==> src/inc/uabr_pkg.sv <==
package uabr_pkg;

    // clock and baud figures
    localparam int unsigned CLK_HZ       = 100_000_000;
    localparam int unsigned BAUD_DEFAULT = 115200;
    localparam int unsigned BAUD_MIN     = 9600;
    localparam int unsigned BAUD_MAX     = 921600;

    // divisor: clock cycles per serial bit
    localparam int unsigned DIV_W = 14;
    localparam logic [DIV_W-1:0] DIV_RESET = DIV_W'(CLK_HZ / BAUD_DEFAULT);
    localparam logic [DIV_W-1:0] DIV_MIN   = DIV_W'(CLK_HZ / BAUD_MAX);
    localparam logic [DIV_W-1:0] DIV_MAX   = DIV_W'(CLK_HZ / BAUD_MIN);

    // character framing
    localparam int unsigned DATA_W    = 8;
    localparam logic [2:0]  LAST_BIT  = 3'h7;

    // register bus
    localparam int unsigned ADDR_W = 8;
    localparam int unsigned BUS_W  = 32;
    localparam logic [ADDR_W-1:0] OFS_CTRL = 8'h00;
    localparam logic [ADDR_W-1:0] OFS_BAUD = 8'h04;
    localparam logic [ADDR_W-1:0] OFS_STAT = 8'h08;
    localparam logic [ADDR_W-1:0] OFS_TXD  = 8'h0C;
    localparam logic [ADDR_W-1:0] OFS_RXD  = 8'h10;

    // handshake mode field of the control register
    localparam int unsigned CTRL_HS_LSB = 0;
    localparam logic [1:0]  CTRL_RESET  = 2'h0;
    localparam logic [1:0]  HS_DISABLED = 2'h0;
    localparam logic [1:0]  HS_RTS      = 2'h1;
    localparam logic [1:0]  HS_CTS      = 2'h2;
    localparam logic [1:0]  HS_RTSCTS   = 2'h3;

    // status register bit positions
    localparam int unsigned STAT_TX_BUSY   = 0;
    localparam int unsigned STAT_TX_FULL   = 1;
    localparam int unsigned STAT_RX_EMPTY  = 2;
    localparam int unsigned STAT_RX_FULL   = 3;
    localparam int unsigned STAT_FRAME_ERR = 4;
    localparam int unsigned STAT_OVERRUN   = 5;
    localparam int unsigned STAT_CTS_STOP  = 6;
    localparam int unsigned STAT_PORT_EN   = 7;
    localparam int unsigned STAT_RX_CNT    = 8;

    typedef enum logic [1:0] {TX_IDLE, TX_START, TX_DATA, TX_STOP} uabr_tx_e;
    typedef enum logic [1:0] {RX_IDLE, RX_START, RX_DATA, RX_STOP} uabr_rx_e;

endpackage

==> src/rtl/uabr_mem.sv <==
`timescale 1ns/1ps
module uabr_mem #(
    parameter int unsigned WIDTH = 8,
    parameter int unsigned DEPTH = 16,
    parameter int unsigned AW    = 4
) (
    // clock and reset
    input  wire logic             clk_sys,
    input  wire logic             reset_n,
    // write port
    input  wire logic             wr_en,
    input  wire logic [AW-1:0]    wr_addr,
    input  wire logic [WIDTH-1:0] wr_data,
    // read port, data registered
    input  wire logic [AW-1:0]    rd_addr,
    output logic      [WIDTH-1:0] rd_data
);

    logic [WIDTH-1:0] mem_r [DEPTH];
    logic [WIDTH-1:0] rd_nxt;

    if ((DEPTH < 1) || (DEPTH > (1 << AW)))
    begin : g_chk
        $error("DEPTH must fit the address width");
    end

    // write-first so a fresh byte is visible at once
    always_comb
    begin
        rd_nxt = mem_r[rd_addr];
        if (wr_en && (wr_addr == rd_addr))
        begin
            rd_nxt = wr_data;
        end
    end

    always_ff @(posedge clk_sys)
    begin
        if (wr_en)
        begin
            mem_r[wr_addr] <= wr_data;
        end
    end

    always_ff @(posedge clk_sys or negedge reset_n)
    begin
        if (!reset_n)
        begin
            rd_data <= '0;
        end
        else
        begin
            rd_data <= rd_nxt;
        end
    end

endmodule // uabr_mem

==> src/rtl/uabr_bridge.sv <==
`timescale 1ns/1ps
module uabr_bridge
    import uabr_pkg::*;
#(
    parameter int unsigned RX_DEPTH = 16
) (
    // clock and reset
    input  wire logic                     clk_sys,
    input  wire logic                     reset_n,
    // register port
    input  wire logic [uabr_pkg::ADDR_W-1:0] reg_addr,
    input  wire logic [uabr_pkg::BUS_W-1:0]  reg_wdata,
    input  wire logic                     reg_wr,
    input  wire logic                     reg_rd,
    output logic      [uabr_pkg::BUS_W-1:0]  reg_rdata,
    // serial link to the target
    input  wire logic                     port_enable,
    input  wire logic                     target_txd,
    output logic                          target_rxd,
    input  wire logic                     target_rts_n,
    output logic                          target_cts_n,
    output logic                          target_cts_oe_n
);
    import uabr_pkg::*;

    localparam int unsigned PTR_W = $clog2(RX_DEPTH);
    localparam int unsigned CNT_W = PTR_W + 1;
    localparam logic [CNT_W-1:0] CNT_FULL = CNT_W'(RX_DEPTH);
    localparam logic [CNT_W-1:0] CNT_STOP = CNT_W'(RX_DEPTH - 1);

    if ((RX_DEPTH < 2) || (RX_DEPTH != (1 << PTR_W)))
    begin : g_chk
        $error("RX_DEPTH must be a power of two, at least 2");
    end

    // register state
    logic [1:0]        mode_r, mode_nxt;
    logic [DIV_W-1:0]  div_r, div_nxt;
    logic              frame_err_r, frame_err_nxt;
    logic              overrun_r, overrun_nxt;
    logic [BUS_W-1:0]  rdata_r, rdata_nxt;
    // transmit state
    uabr_tx_e          tx_state_r, tx_state_nxt;
    logic [DIV_W-1:0]  tx_cnt_r, tx_cnt_nxt;
    logic [2:0]        tx_bit_r, tx_bit_nxt;
    logic [DATA_W-1:0] tx_shift_r, tx_shift_nxt;
    logic [DATA_W-1:0] hold_r, hold_nxt;
    logic              hold_full_r, hold_full_nxt;
    logic              line_r, line_nxt;
    // receive state
    uabr_rx_e          rx_state_r, rx_state_nxt;
    logic [DIV_W-1:0]  rx_cnt_r, rx_cnt_nxt;
    logic [2:0]        rx_bit_r, rx_bit_nxt;
    logic [DATA_W-1:0] rx_shift_r, rx_shift_nxt;
    logic              rx_prev_r, rx_prev_nxt;
    logic              rx_push;
    logic              rx_bad;
    // receive buffer state
    logic [PTR_W-1:0]  wr_ptr_r, wr_ptr_nxt;
    logic [PTR_W-1:0]  rd_ptr_r, rd_ptr_nxt;
    logic [CNT_W-1:0]  count_r, count_nxt;
    logic [DATA_W-1:0] head;
    // pin drivers
    logic              cts_n_r, cts_n_nxt;
    logic              cts_oe_n_r, cts_oe_n_nxt;

    logic              rx_empty;
    logic              rx_full;
    logic              push_ok;
    logic              pop;
    logic              rts_ok;
    logic              cts_stop;
    logic              wr_txd;
    logic [DIV_W-1:0]  div_last;
    logic [DIV_W-1:0]  div_half;

    assign rx_empty = (count_r == '0);
    assign rx_full  = (count_r == CNT_FULL);
    assign push_ok  = rx_push && !rx_full;
    assign pop      = reg_rd && (reg_addr == OFS_RXD) && !rx_empty;
    assign wr_txd   = reg_wr && (reg_addr == OFS_TXD);
    assign div_last = div_r - DIV_W'(1);
    assign div_half = (div_r >> 1) - DIV_W'(1);
    // stop early: one slot left for the target's last character
    assign cts_stop = (count_r >= CNT_STOP);
    // request-to-send gates only in transmit-gating modes
    assign rts_ok   = !((mode_r == HS_CTS) || (mode_r == HS_RTSCTS))
                      || !target_rts_n;

    // register file
    always_comb
    begin
        mode_nxt      = mode_r;
        div_nxt       = div_r;
        frame_err_nxt = frame_err_r;
        overrun_nxt   = overrun_r;
        rdata_nxt     = '0;
        if (reg_wr)
        begin
            case (reg_addr)
                OFS_CTRL: mode_nxt = reg_wdata[CTRL_HS_LSB +: 2];
                OFS_BAUD:
                begin
                    // accept only divisors within the baud range
                    if ((reg_wdata >= BUS_W'(DIV_MIN))
                        && (reg_wdata <= BUS_W'(DIV_MAX)))
                    begin
                        div_nxt = reg_wdata[DIV_W-1:0];
                    end
                end
                OFS_STAT:
                begin
                    if (reg_wdata[STAT_FRAME_ERR])
                    begin
                        frame_err_nxt = 1'b0;
                    end
                    if (reg_wdata[STAT_OVERRUN])
                    begin
                        overrun_nxt = 1'b0;
                    end
                end
                default: ;
            endcase
        end
        // set wins over a clear in the same cycle
        if (rx_bad)
        begin
            frame_err_nxt = 1'b1;
        end
        if (rx_push && rx_full)
        begin
            overrun_nxt = 1'b1;
        end
        if (reg_rd)
        begin
            case (reg_addr)
                OFS_CTRL: rdata_nxt[CTRL_HS_LSB +: 2] = mode_r;
                OFS_BAUD: rdata_nxt[DIV_W-1:0] = div_r;
                OFS_STAT:
                begin
                    rdata_nxt[STAT_TX_BUSY]   = (tx_state_r != TX_IDLE);
                    rdata_nxt[STAT_TX_FULL]   = hold_full_r;
                    rdata_nxt[STAT_RX_EMPTY]  = rx_empty;
                    rdata_nxt[STAT_RX_FULL]   = rx_full;
                    rdata_nxt[STAT_FRAME_ERR] = frame_err_r;
                    rdata_nxt[STAT_OVERRUN]   = overrun_r;
                    rdata_nxt[STAT_CTS_STOP]  = cts_stop;
                    rdata_nxt[STAT_PORT_EN]   = port_enable;
                    rdata_nxt[STAT_RX_CNT +: CNT_W] = count_r;
                end
                OFS_RXD:
                begin
                    if (!rx_empty)
                    begin
                        rdata_nxt[DATA_W-1:0] = head;
                    end
                end
                default: rdata_nxt = '0;
            endcase
        end
    end

    // reset values: 115200 divisor, handshake disabled
    always_ff @(posedge clk_sys or negedge reset_n)
    begin
        if (!reset_n)
        begin
            mode_r      <= CTRL_RESET;
            div_r       <= DIV_RESET;
            frame_err_r <= 1'b0;
            overrun_r   <= 1'b0;
            rdata_r     <= '0;
        end
        else
        begin
            mode_r      <= mode_nxt;
            div_r       <= div_nxt;
            frame_err_r <= frame_err_nxt;
            overrun_r   <= overrun_nxt;
            rdata_r     <= rdata_nxt;
        end
    end

    // transmitter toward the target
    always_comb
    begin
        tx_state_nxt  = tx_state_r;
        tx_cnt_nxt    = tx_cnt_r + DIV_W'(1);
        tx_bit_nxt    = tx_bit_r;
        tx_shift_nxt  = tx_shift_r;
        hold_nxt      = hold_r;
        hold_full_nxt = hold_full_r;
        line_nxt      = line_r;
        // a write to a full holding register is dropped
        if (wr_txd && !hold_full_r)
        begin
            hold_nxt      = reg_wdata[DATA_W-1:0];
            hold_full_nxt = 1'b1;
        end
        case (tx_state_r)
            TX_IDLE:
            begin
                tx_cnt_nxt = '0;
                line_nxt   = 1'b1;
                // start only with the port enabled
                if (hold_full_r && port_enable && rts_ok)
                begin
                    tx_shift_nxt  = hold_r;
                    hold_full_nxt = 1'b0;
                    tx_state_nxt  = TX_START;
                    line_nxt      = 1'b0;
                end
            end
            TX_START:
            begin
                if (tx_cnt_r >= div_last)
                begin
                    tx_cnt_nxt   = '0;
                    tx_bit_nxt   = '0;
                    tx_state_nxt = TX_DATA;
                    line_nxt     = tx_shift_r[0];
                end
            end
            TX_DATA:
            begin
                // no request-to-send check until the character ends
                if (tx_cnt_r >= div_last)
                begin
                    tx_cnt_nxt   = '0;
                    tx_shift_nxt = tx_shift_r >> 1;
                    if (tx_bit_r == LAST_BIT)
                    begin
                        tx_state_nxt = TX_STOP;
                        line_nxt     = 1'b1;
                    end
                    else
                    begin
                        tx_bit_nxt = tx_bit_r + 3'h1;
                        line_nxt   = tx_shift_r[1];
                    end
                end
            end
            TX_STOP:
            begin
                if (tx_cnt_r >= div_last)
                begin
                    tx_cnt_nxt   = '0;
                    tx_state_nxt = TX_IDLE;
                end
            end
            default:
            begin
                tx_state_nxt = TX_IDLE;
                line_nxt     = 1'b1;
            end
        endcase
        // dropping the enable aborts and idles the line
        if (!port_enable)
        begin
            tx_state_nxt = TX_IDLE;
            tx_cnt_nxt   = '0;
            line_nxt     = 1'b1;
        end
    end

    // bridge drives the target receive line
    always_ff @(posedge clk_sys or negedge reset_n)
    begin
        if (!reset_n)
        begin
            tx_state_r  <= TX_IDLE;
            tx_cnt_r    <= '0;
            tx_bit_r    <= '0;
            tx_shift_r  <= '0;
            hold_r      <= '0;
            hold_full_r <= 1'b0;
            line_r      <= 1'b1;
        end
        else
        begin
            tx_state_r  <= tx_state_nxt;
            tx_cnt_r    <= tx_cnt_nxt;
            tx_bit_r    <= tx_bit_nxt;
            tx_shift_r  <= tx_shift_nxt;
            hold_r      <= hold_nxt;
            hold_full_r <= hold_full_nxt;
            line_r      <= line_nxt;
        end
    end

    // receiver from the target transmit line
    always_comb
    begin
        rx_state_nxt = rx_state_r;
        rx_cnt_nxt   = rx_cnt_r + DIV_W'(1);
        rx_bit_nxt   = rx_bit_r;
        rx_shift_nxt = rx_shift_r;
        rx_prev_nxt  = target_txd;
        rx_push      = 1'b0;
        rx_bad       = 1'b0;
        case (rx_state_r)
            RX_IDLE:
            begin
                rx_cnt_nxt = '0;
                // falling edge marks a start bit
                if (port_enable && rx_prev_r && !target_txd)
                begin
                    rx_state_nxt = RX_START;
                end
            end
            RX_START:
            begin
                if (rx_cnt_r >= div_half)
                begin
                    rx_cnt_nxt   = '0;
                    rx_bit_nxt   = '0;
                    rx_state_nxt = target_txd ? RX_IDLE : RX_DATA;
                end
            end
            RX_DATA:
            begin
                if (rx_cnt_r >= div_last)
                begin
                    rx_cnt_nxt   = '0;
                    rx_shift_nxt = {target_txd, rx_shift_r[DATA_W-1:1]};
                    if (rx_bit_r == LAST_BIT)
                    begin
                        rx_state_nxt = RX_STOP;
                    end
                    else
                    begin
                        rx_bit_nxt = rx_bit_r + 3'h1;
                    end
                end
            end
            RX_STOP:
            begin
                if (rx_cnt_r >= div_last)
                begin
                    rx_cnt_nxt   = '0;
                    rx_state_nxt = RX_IDLE;
                    rx_push      = target_txd;
                    rx_bad       = !target_txd;
                end
            end
            default: rx_state_nxt = RX_IDLE;
        endcase
        // receiver ignores the line while disabled
        if (!port_enable)
        begin
            rx_state_nxt = RX_IDLE;
            rx_push      = 1'b0;
            rx_bad       = 1'b0;
        end
    end

    always_ff @(posedge clk_sys or negedge reset_n)
    begin
        if (!reset_n)
        begin
            rx_state_r <= RX_IDLE;
            rx_cnt_r   <= '0;
            rx_bit_r   <= '0;
            rx_shift_r <= '0;
            rx_prev_r  <= 1'b1;
        end
        else
        begin
            rx_state_r <= rx_state_nxt;
            rx_cnt_r   <= rx_cnt_nxt;
            rx_bit_r   <= rx_bit_nxt;
            rx_shift_r <= rx_shift_nxt;
            rx_prev_r  <= rx_prev_nxt;
        end
    end

    // receive buffer pointers and handshake pin
    always_comb
    begin
        wr_ptr_nxt = wr_ptr_r + PTR_W'(push_ok);
        rd_ptr_nxt = rd_ptr_r + PTR_W'(pop);
        count_nxt  = count_r + CNT_W'(push_ok) - CNT_W'(pop);
        cts_n_nxt    = 1'b1;
        cts_oe_n_nxt = 1'b1;
        case (mode_r)
            HS_RTS, HS_RTSCTS:
            begin
                cts_oe_n_nxt = 1'b0;
                cts_n_nxt    = cts_stop;
            end
            default:
            begin
                cts_oe_n_nxt = 1'b1;
                cts_n_nxt    = 1'b1;
            end
        endcase
    end

    always_ff @(posedge clk_sys or negedge reset_n)
    begin
        if (!reset_n)
        begin
            wr_ptr_r   <= '0;
            rd_ptr_r   <= '0;
            count_r    <= '0;
            cts_n_r    <= 1'b1;
            cts_oe_n_r <= 1'b1;
        end
        else
        begin
            wr_ptr_r   <= wr_ptr_nxt;
            rd_ptr_r   <= rd_ptr_nxt;
            count_r    <= count_nxt;
            cts_n_r    <= cts_n_nxt;
            cts_oe_n_r <= cts_oe_n_nxt;
        end
    end

    // head byte always follows the next read pointer
    uabr_mem #(
        .WIDTH (DATA_W),
        .DEPTH (RX_DEPTH),
        .AW    (PTR_W)
    ) u_rx_mem (
        .clk_sys (clk_sys),
        .reset_n (reset_n),
        .wr_en   (push_ok),
        .wr_addr (wr_ptr_r),
        .wr_data (rx_shift_r),
        .rd_addr (rd_ptr_nxt),
        .rd_data (head)
    );

    assign reg_rdata       = rdata_r;
    assign target_rxd      = line_r;
    assign target_cts_n    = cts_n_r;
    assign target_cts_oe_n = cts_oe_n_r;

endmodule // uabr_bridge

==> config.mk <==
export PLATFORM = sky130hd
export DESIGN_NAME = uabr_bridge
export DESIGN_NICKNAME = d
export VERILOG_FILES = /design/src/inc/uabr_pkg.sv /design/src/rtl/uabr_mem.sv /design/src/rtl/uabr_bridge.sv
export SDC_FILE = /design/constraint.sdc
export NUM_CORES = 1
export LEC_CHECK = 0
export BUFFER_PORTS_ARGS = -buffer_cell sky130_fd_sc_hd__buf_4
export CELL_PAD_IN_SITES_DETAIL_PLACEMENT = 2
export CELL_PAD_IN_SITES_GLOBAL_PLACEMENT = 2
export CORE_MARGIN = 2
export CORE_UTILIZATION = 30
export DETAILED_ROUTE_END_ITERATION = 16
export PLACE_DENSITY_LB_ADDON = 0.3
export SLEW_MARGIN = 20
export SYNTH_ARGS = -nofsm -noshare
export SYNTH_HDL_FRONTEND = slang
export SYNTH_SLANG_ARGS = --single-unit
==> constraint.sdc <==
create_clock -name clk_sys -period 14.82 [get_ports clk_sys]
set_input_delay 0.741 -clock clk_sys [delete_from_list [all_inputs] [get_ports clk_sys]]
set_output_delay 0.741 -clock clk_sys [all_outputs]
set_load 0.02 [all_outputs]
==> metrics <==
Initial Util=30.28%; postcts setup bufs=0; Setup CP Type=reg2reg; worst skew pair latency=580 ps; class of the worst hold path=in2async; pin count of the biggest net entering global routing=48; nets@finish=1067; Mapped Area=11980 um2; CP peak stage delay=600 ps; CTS Buf Count=29; DRT Wirelength=32950 um; Syn Inst Count=892; Vias=7511; Leak=5.678 nW; CP most frequent cell=ha_1; initial antenna violation count=0; FF-to-FF setup slack=8910 ps; slew margin rel.=22.53%; yosys warns=0; multi-input logic area=4855 um2; CTS Sinks=248; RR Endpoint=count_r[4]; Slew Limit Fails=0; ANT cells=0; Worst Setup Start Kind=register; PD cells=114.1 nW/um2; most common cell in the netlist=edfxtp_1; wire per inst=21.79 um; Die Area=41540 um2; H-tree Lvls=1; maximum resistive drop on vdd=105.7 uV; clk slew on worst S/H paths=60 ps; sequential element share of the synthesized area=57.26%; Mean Syn Cell Area=13.43 um2; Highest Clock Rate=0.1692 GHz; ys async rst share=48.39%; post-route ant nets=0; Die Wd=203.8 um; Synth cell types=71; vias in the first global route=8355; post-layout worst setup margin=8911 ps; post-synthesis register bit count=248; First DRT Iteration DRCs=329; core box area=39550 um2; Worst setup EP type=register; max-cap viol count=0; worst endpoint data arrival time=6410 ps; fill count=4071; post-CTS resize count=0; number of port buffers=63; HPWL after DPL=23270 um; Max Root-Sink Buffers=3; Pwr Total=0.001594 W; die height=203.8 um; slowest CP cell=nor3b_1; Tcrit/Tclk final=39.87%; register area=6858 um2; layout cells sized above 1=22.90%; Detailed Routing Iterations Pass 1=6; worst path required time=15320 ps; Layout area overhead=16.65%; status=complete, no violations; endpoints failing setup=0; CP delay by family, top=adder cells; # rows=73; dpl ws=9003 ps; minimum clock period=5909 ps; IO Count=82; synth cell count leaders=edfxtp_1, dfrtp_1, nor2_1, nand2_1, ha_1; # hold bufs at CTS=0; number of synthesized flops with an enable pin=128; DRC Markers=0; share of the synthesized area in the top cell type=32.09%; CP Max Fanout=18; synth top area cells=edfxtp_1, dfrtp_1, mux4_2; GR Util All Layers=16.29%; Setup Total Neg Slack=0 ps; clock skew=21.80 ps; measured slew at the worst slew-check pin=1153 ps; gpl congestion=0.7636; RSZ-0062 raised after global routing=false; GRT overflow=0; worst-path cell chain=inv_1 -> ha_1 -> nor3b_1 -> nand2_1 -> xor2_1 -> ha_1 -> o211ai_1 -> o31ai_1 -> maj3_2 -> maj3_1 -> o2111ai_1 -> a21boi_2 -> nand2_1 -> ha_1 -> inv_1 -> ha_1 -> fa_1 -> a21oi_1 -> nor2_1 -> nor2_1 -> xnor2_1; vias per cell=4.968; Post-synth top flop=edfxtp_1; Root Driver=clkbuf_16; first-pass GRT wire length=51650 um; Register-to-Register Path Depth=21; reg2reg start=div_r[0]; sum of buffers and inverters on the critical path=2; final hold vios=0; CTS tree=done; largest area contributor in the netlist=edfxtp_1
final cells by class:
type / count / share of cell area [%]
timing repair buffer: 78 / 4.191
tap: 525 / 4.702
clock inverter: 14 / 0.9672
multi-input combinational: 582 / 34.75
clock buffer: 40 / 5.633
sequential: 248 / 49.09
inverter: 25 / 0.6717
registers in the layout, indices dropped and copies added (netlist names), 2 cells and up:
name and cells:
u_rx_mem.mem_r 128, count_r 5, tx_cnt_r 14, reg_rdata 14, tx_shift_r 8, rd_ptr_r 4
hold_r 8, rx_cnt_r 14, tx_bit_r 3, u_rx_mem.rd_data 8, rx_shift_r 8, mode_r 2
div_r 14, rx_state_r 2, tx_state_r 2, rx_bit_r 3, wr_ptr_r 4
metal layers:
metal	share of wire, %	up-vias	global-route usage (%)
met1	43	3915	21.14
met2	51	114	28.66
li1	-	3440	-
met5	0	-	0
met4	2.0	0	3.493
met3	3.2	42	2.525
through the flow:
stage                     area [um2]  hold WS, ps  cells  utilization, %
after floorplan                12040        397.8    909               -
after global placement         13010        464.7   1457           32.89
after detailed placement       13010        485.0   1457           32.89
after CTS                      13930        99.41   1511           35.22
after global routing           13970        114.1   1512           35.33
final                          13970        102.5   1512           35.33
layout by cell type, fill, tap and decap left out, types with 8 or more instances in the layout:
cell type,instances
dfrtp_1,111
nor3_1,14
and3_1,9
mux4_2,40
clkbuf_16,29
dfstp_2,9
a222oi_1,8
nand2_1,58
a21oi_1,13
o21ai_0,27
buf_4,78
clkbuf_1,9
edfxtp_1,128
mux2_4,8
inv_1,25
mux2_2,27
a22oi_1,9
nor2_1,69
xnor2_1,29
ha_1,53
nand2b_1,9
nor3_2,9
nor2b_1,9
a21o_1,8
a22o_1,9
mux2i_1,8
nor4_1,15
conb_1,18
nand3_1,21
xor2_1,34
where the power goes:
| group | leakage, nW | total (W) | switching, W | internal, W |
|---|---|---|---|---|
| sequential | 3.00 | 0.000763 | 0.0000202 | 0.000743 |
| clock | 0.448 | 0.000700 | 0.000294 | 0.000407 |
| combinational | 2.23 | 0.000131 | 0.0000787 | 0.0000524 |
| total | 5.68 | 0.00159 | 0.000393 | 0.00120 |
worst reg2reg max path: stages (launching register included):
cell       delay [ps]
dfrtp_1           500
inv_1             200
ha_1              200
nor3b_1           600
nand2_1           130
xor2_1            210
ha_1              320
o211ai_1           90
o31ai_1           230
maj3_2            250
maj3_1            210
o2111ai_1         260
a21boi_2          440
nand2_1           580
ha_1              520
inv_1              40
ha_1              200
fa_1              410
a21oi_1           170
nor2_1             50
nor2_1            110
xnor2_1           120
logic make-up after synthesis:
| kind of cell | after synthesis | share of synthesized area [%] |
|---|---|---|
| AOI/OAI and AO/OA | 115 | 6.833 |
| muxes | 83 | 11.73 |
| xor gates and xnor gates | 63 | 4.607 |
| and+or+nand+nor | 244 | 10.14 |
| buffers and inverters | 79 | 3.218 |
| adders and majority gates | 59 | 6.174 |
| other | 1 | 0.03131 |
| DFF | 248 | 57.26 |
how the worst max path moves through the flow:
stage,slack [ps],from,cells past startpoint,endpoint
5_1_grt,8290,div_r[0],21,count_r[4]
3_5_place_dp,9000,div_r[0],21,count_r[4]
3_3_place_gp,9160,div_r[0],21,count_r[4]
2_1_floorplan,9940,div_r[0],23,count_r[4]
6_report,8910,div_r[0],21,count_r[4]
4_1_cts,8960,div_r[0],21,count_r[4]
Note: power is estimated with default switching activity, not from simulation.
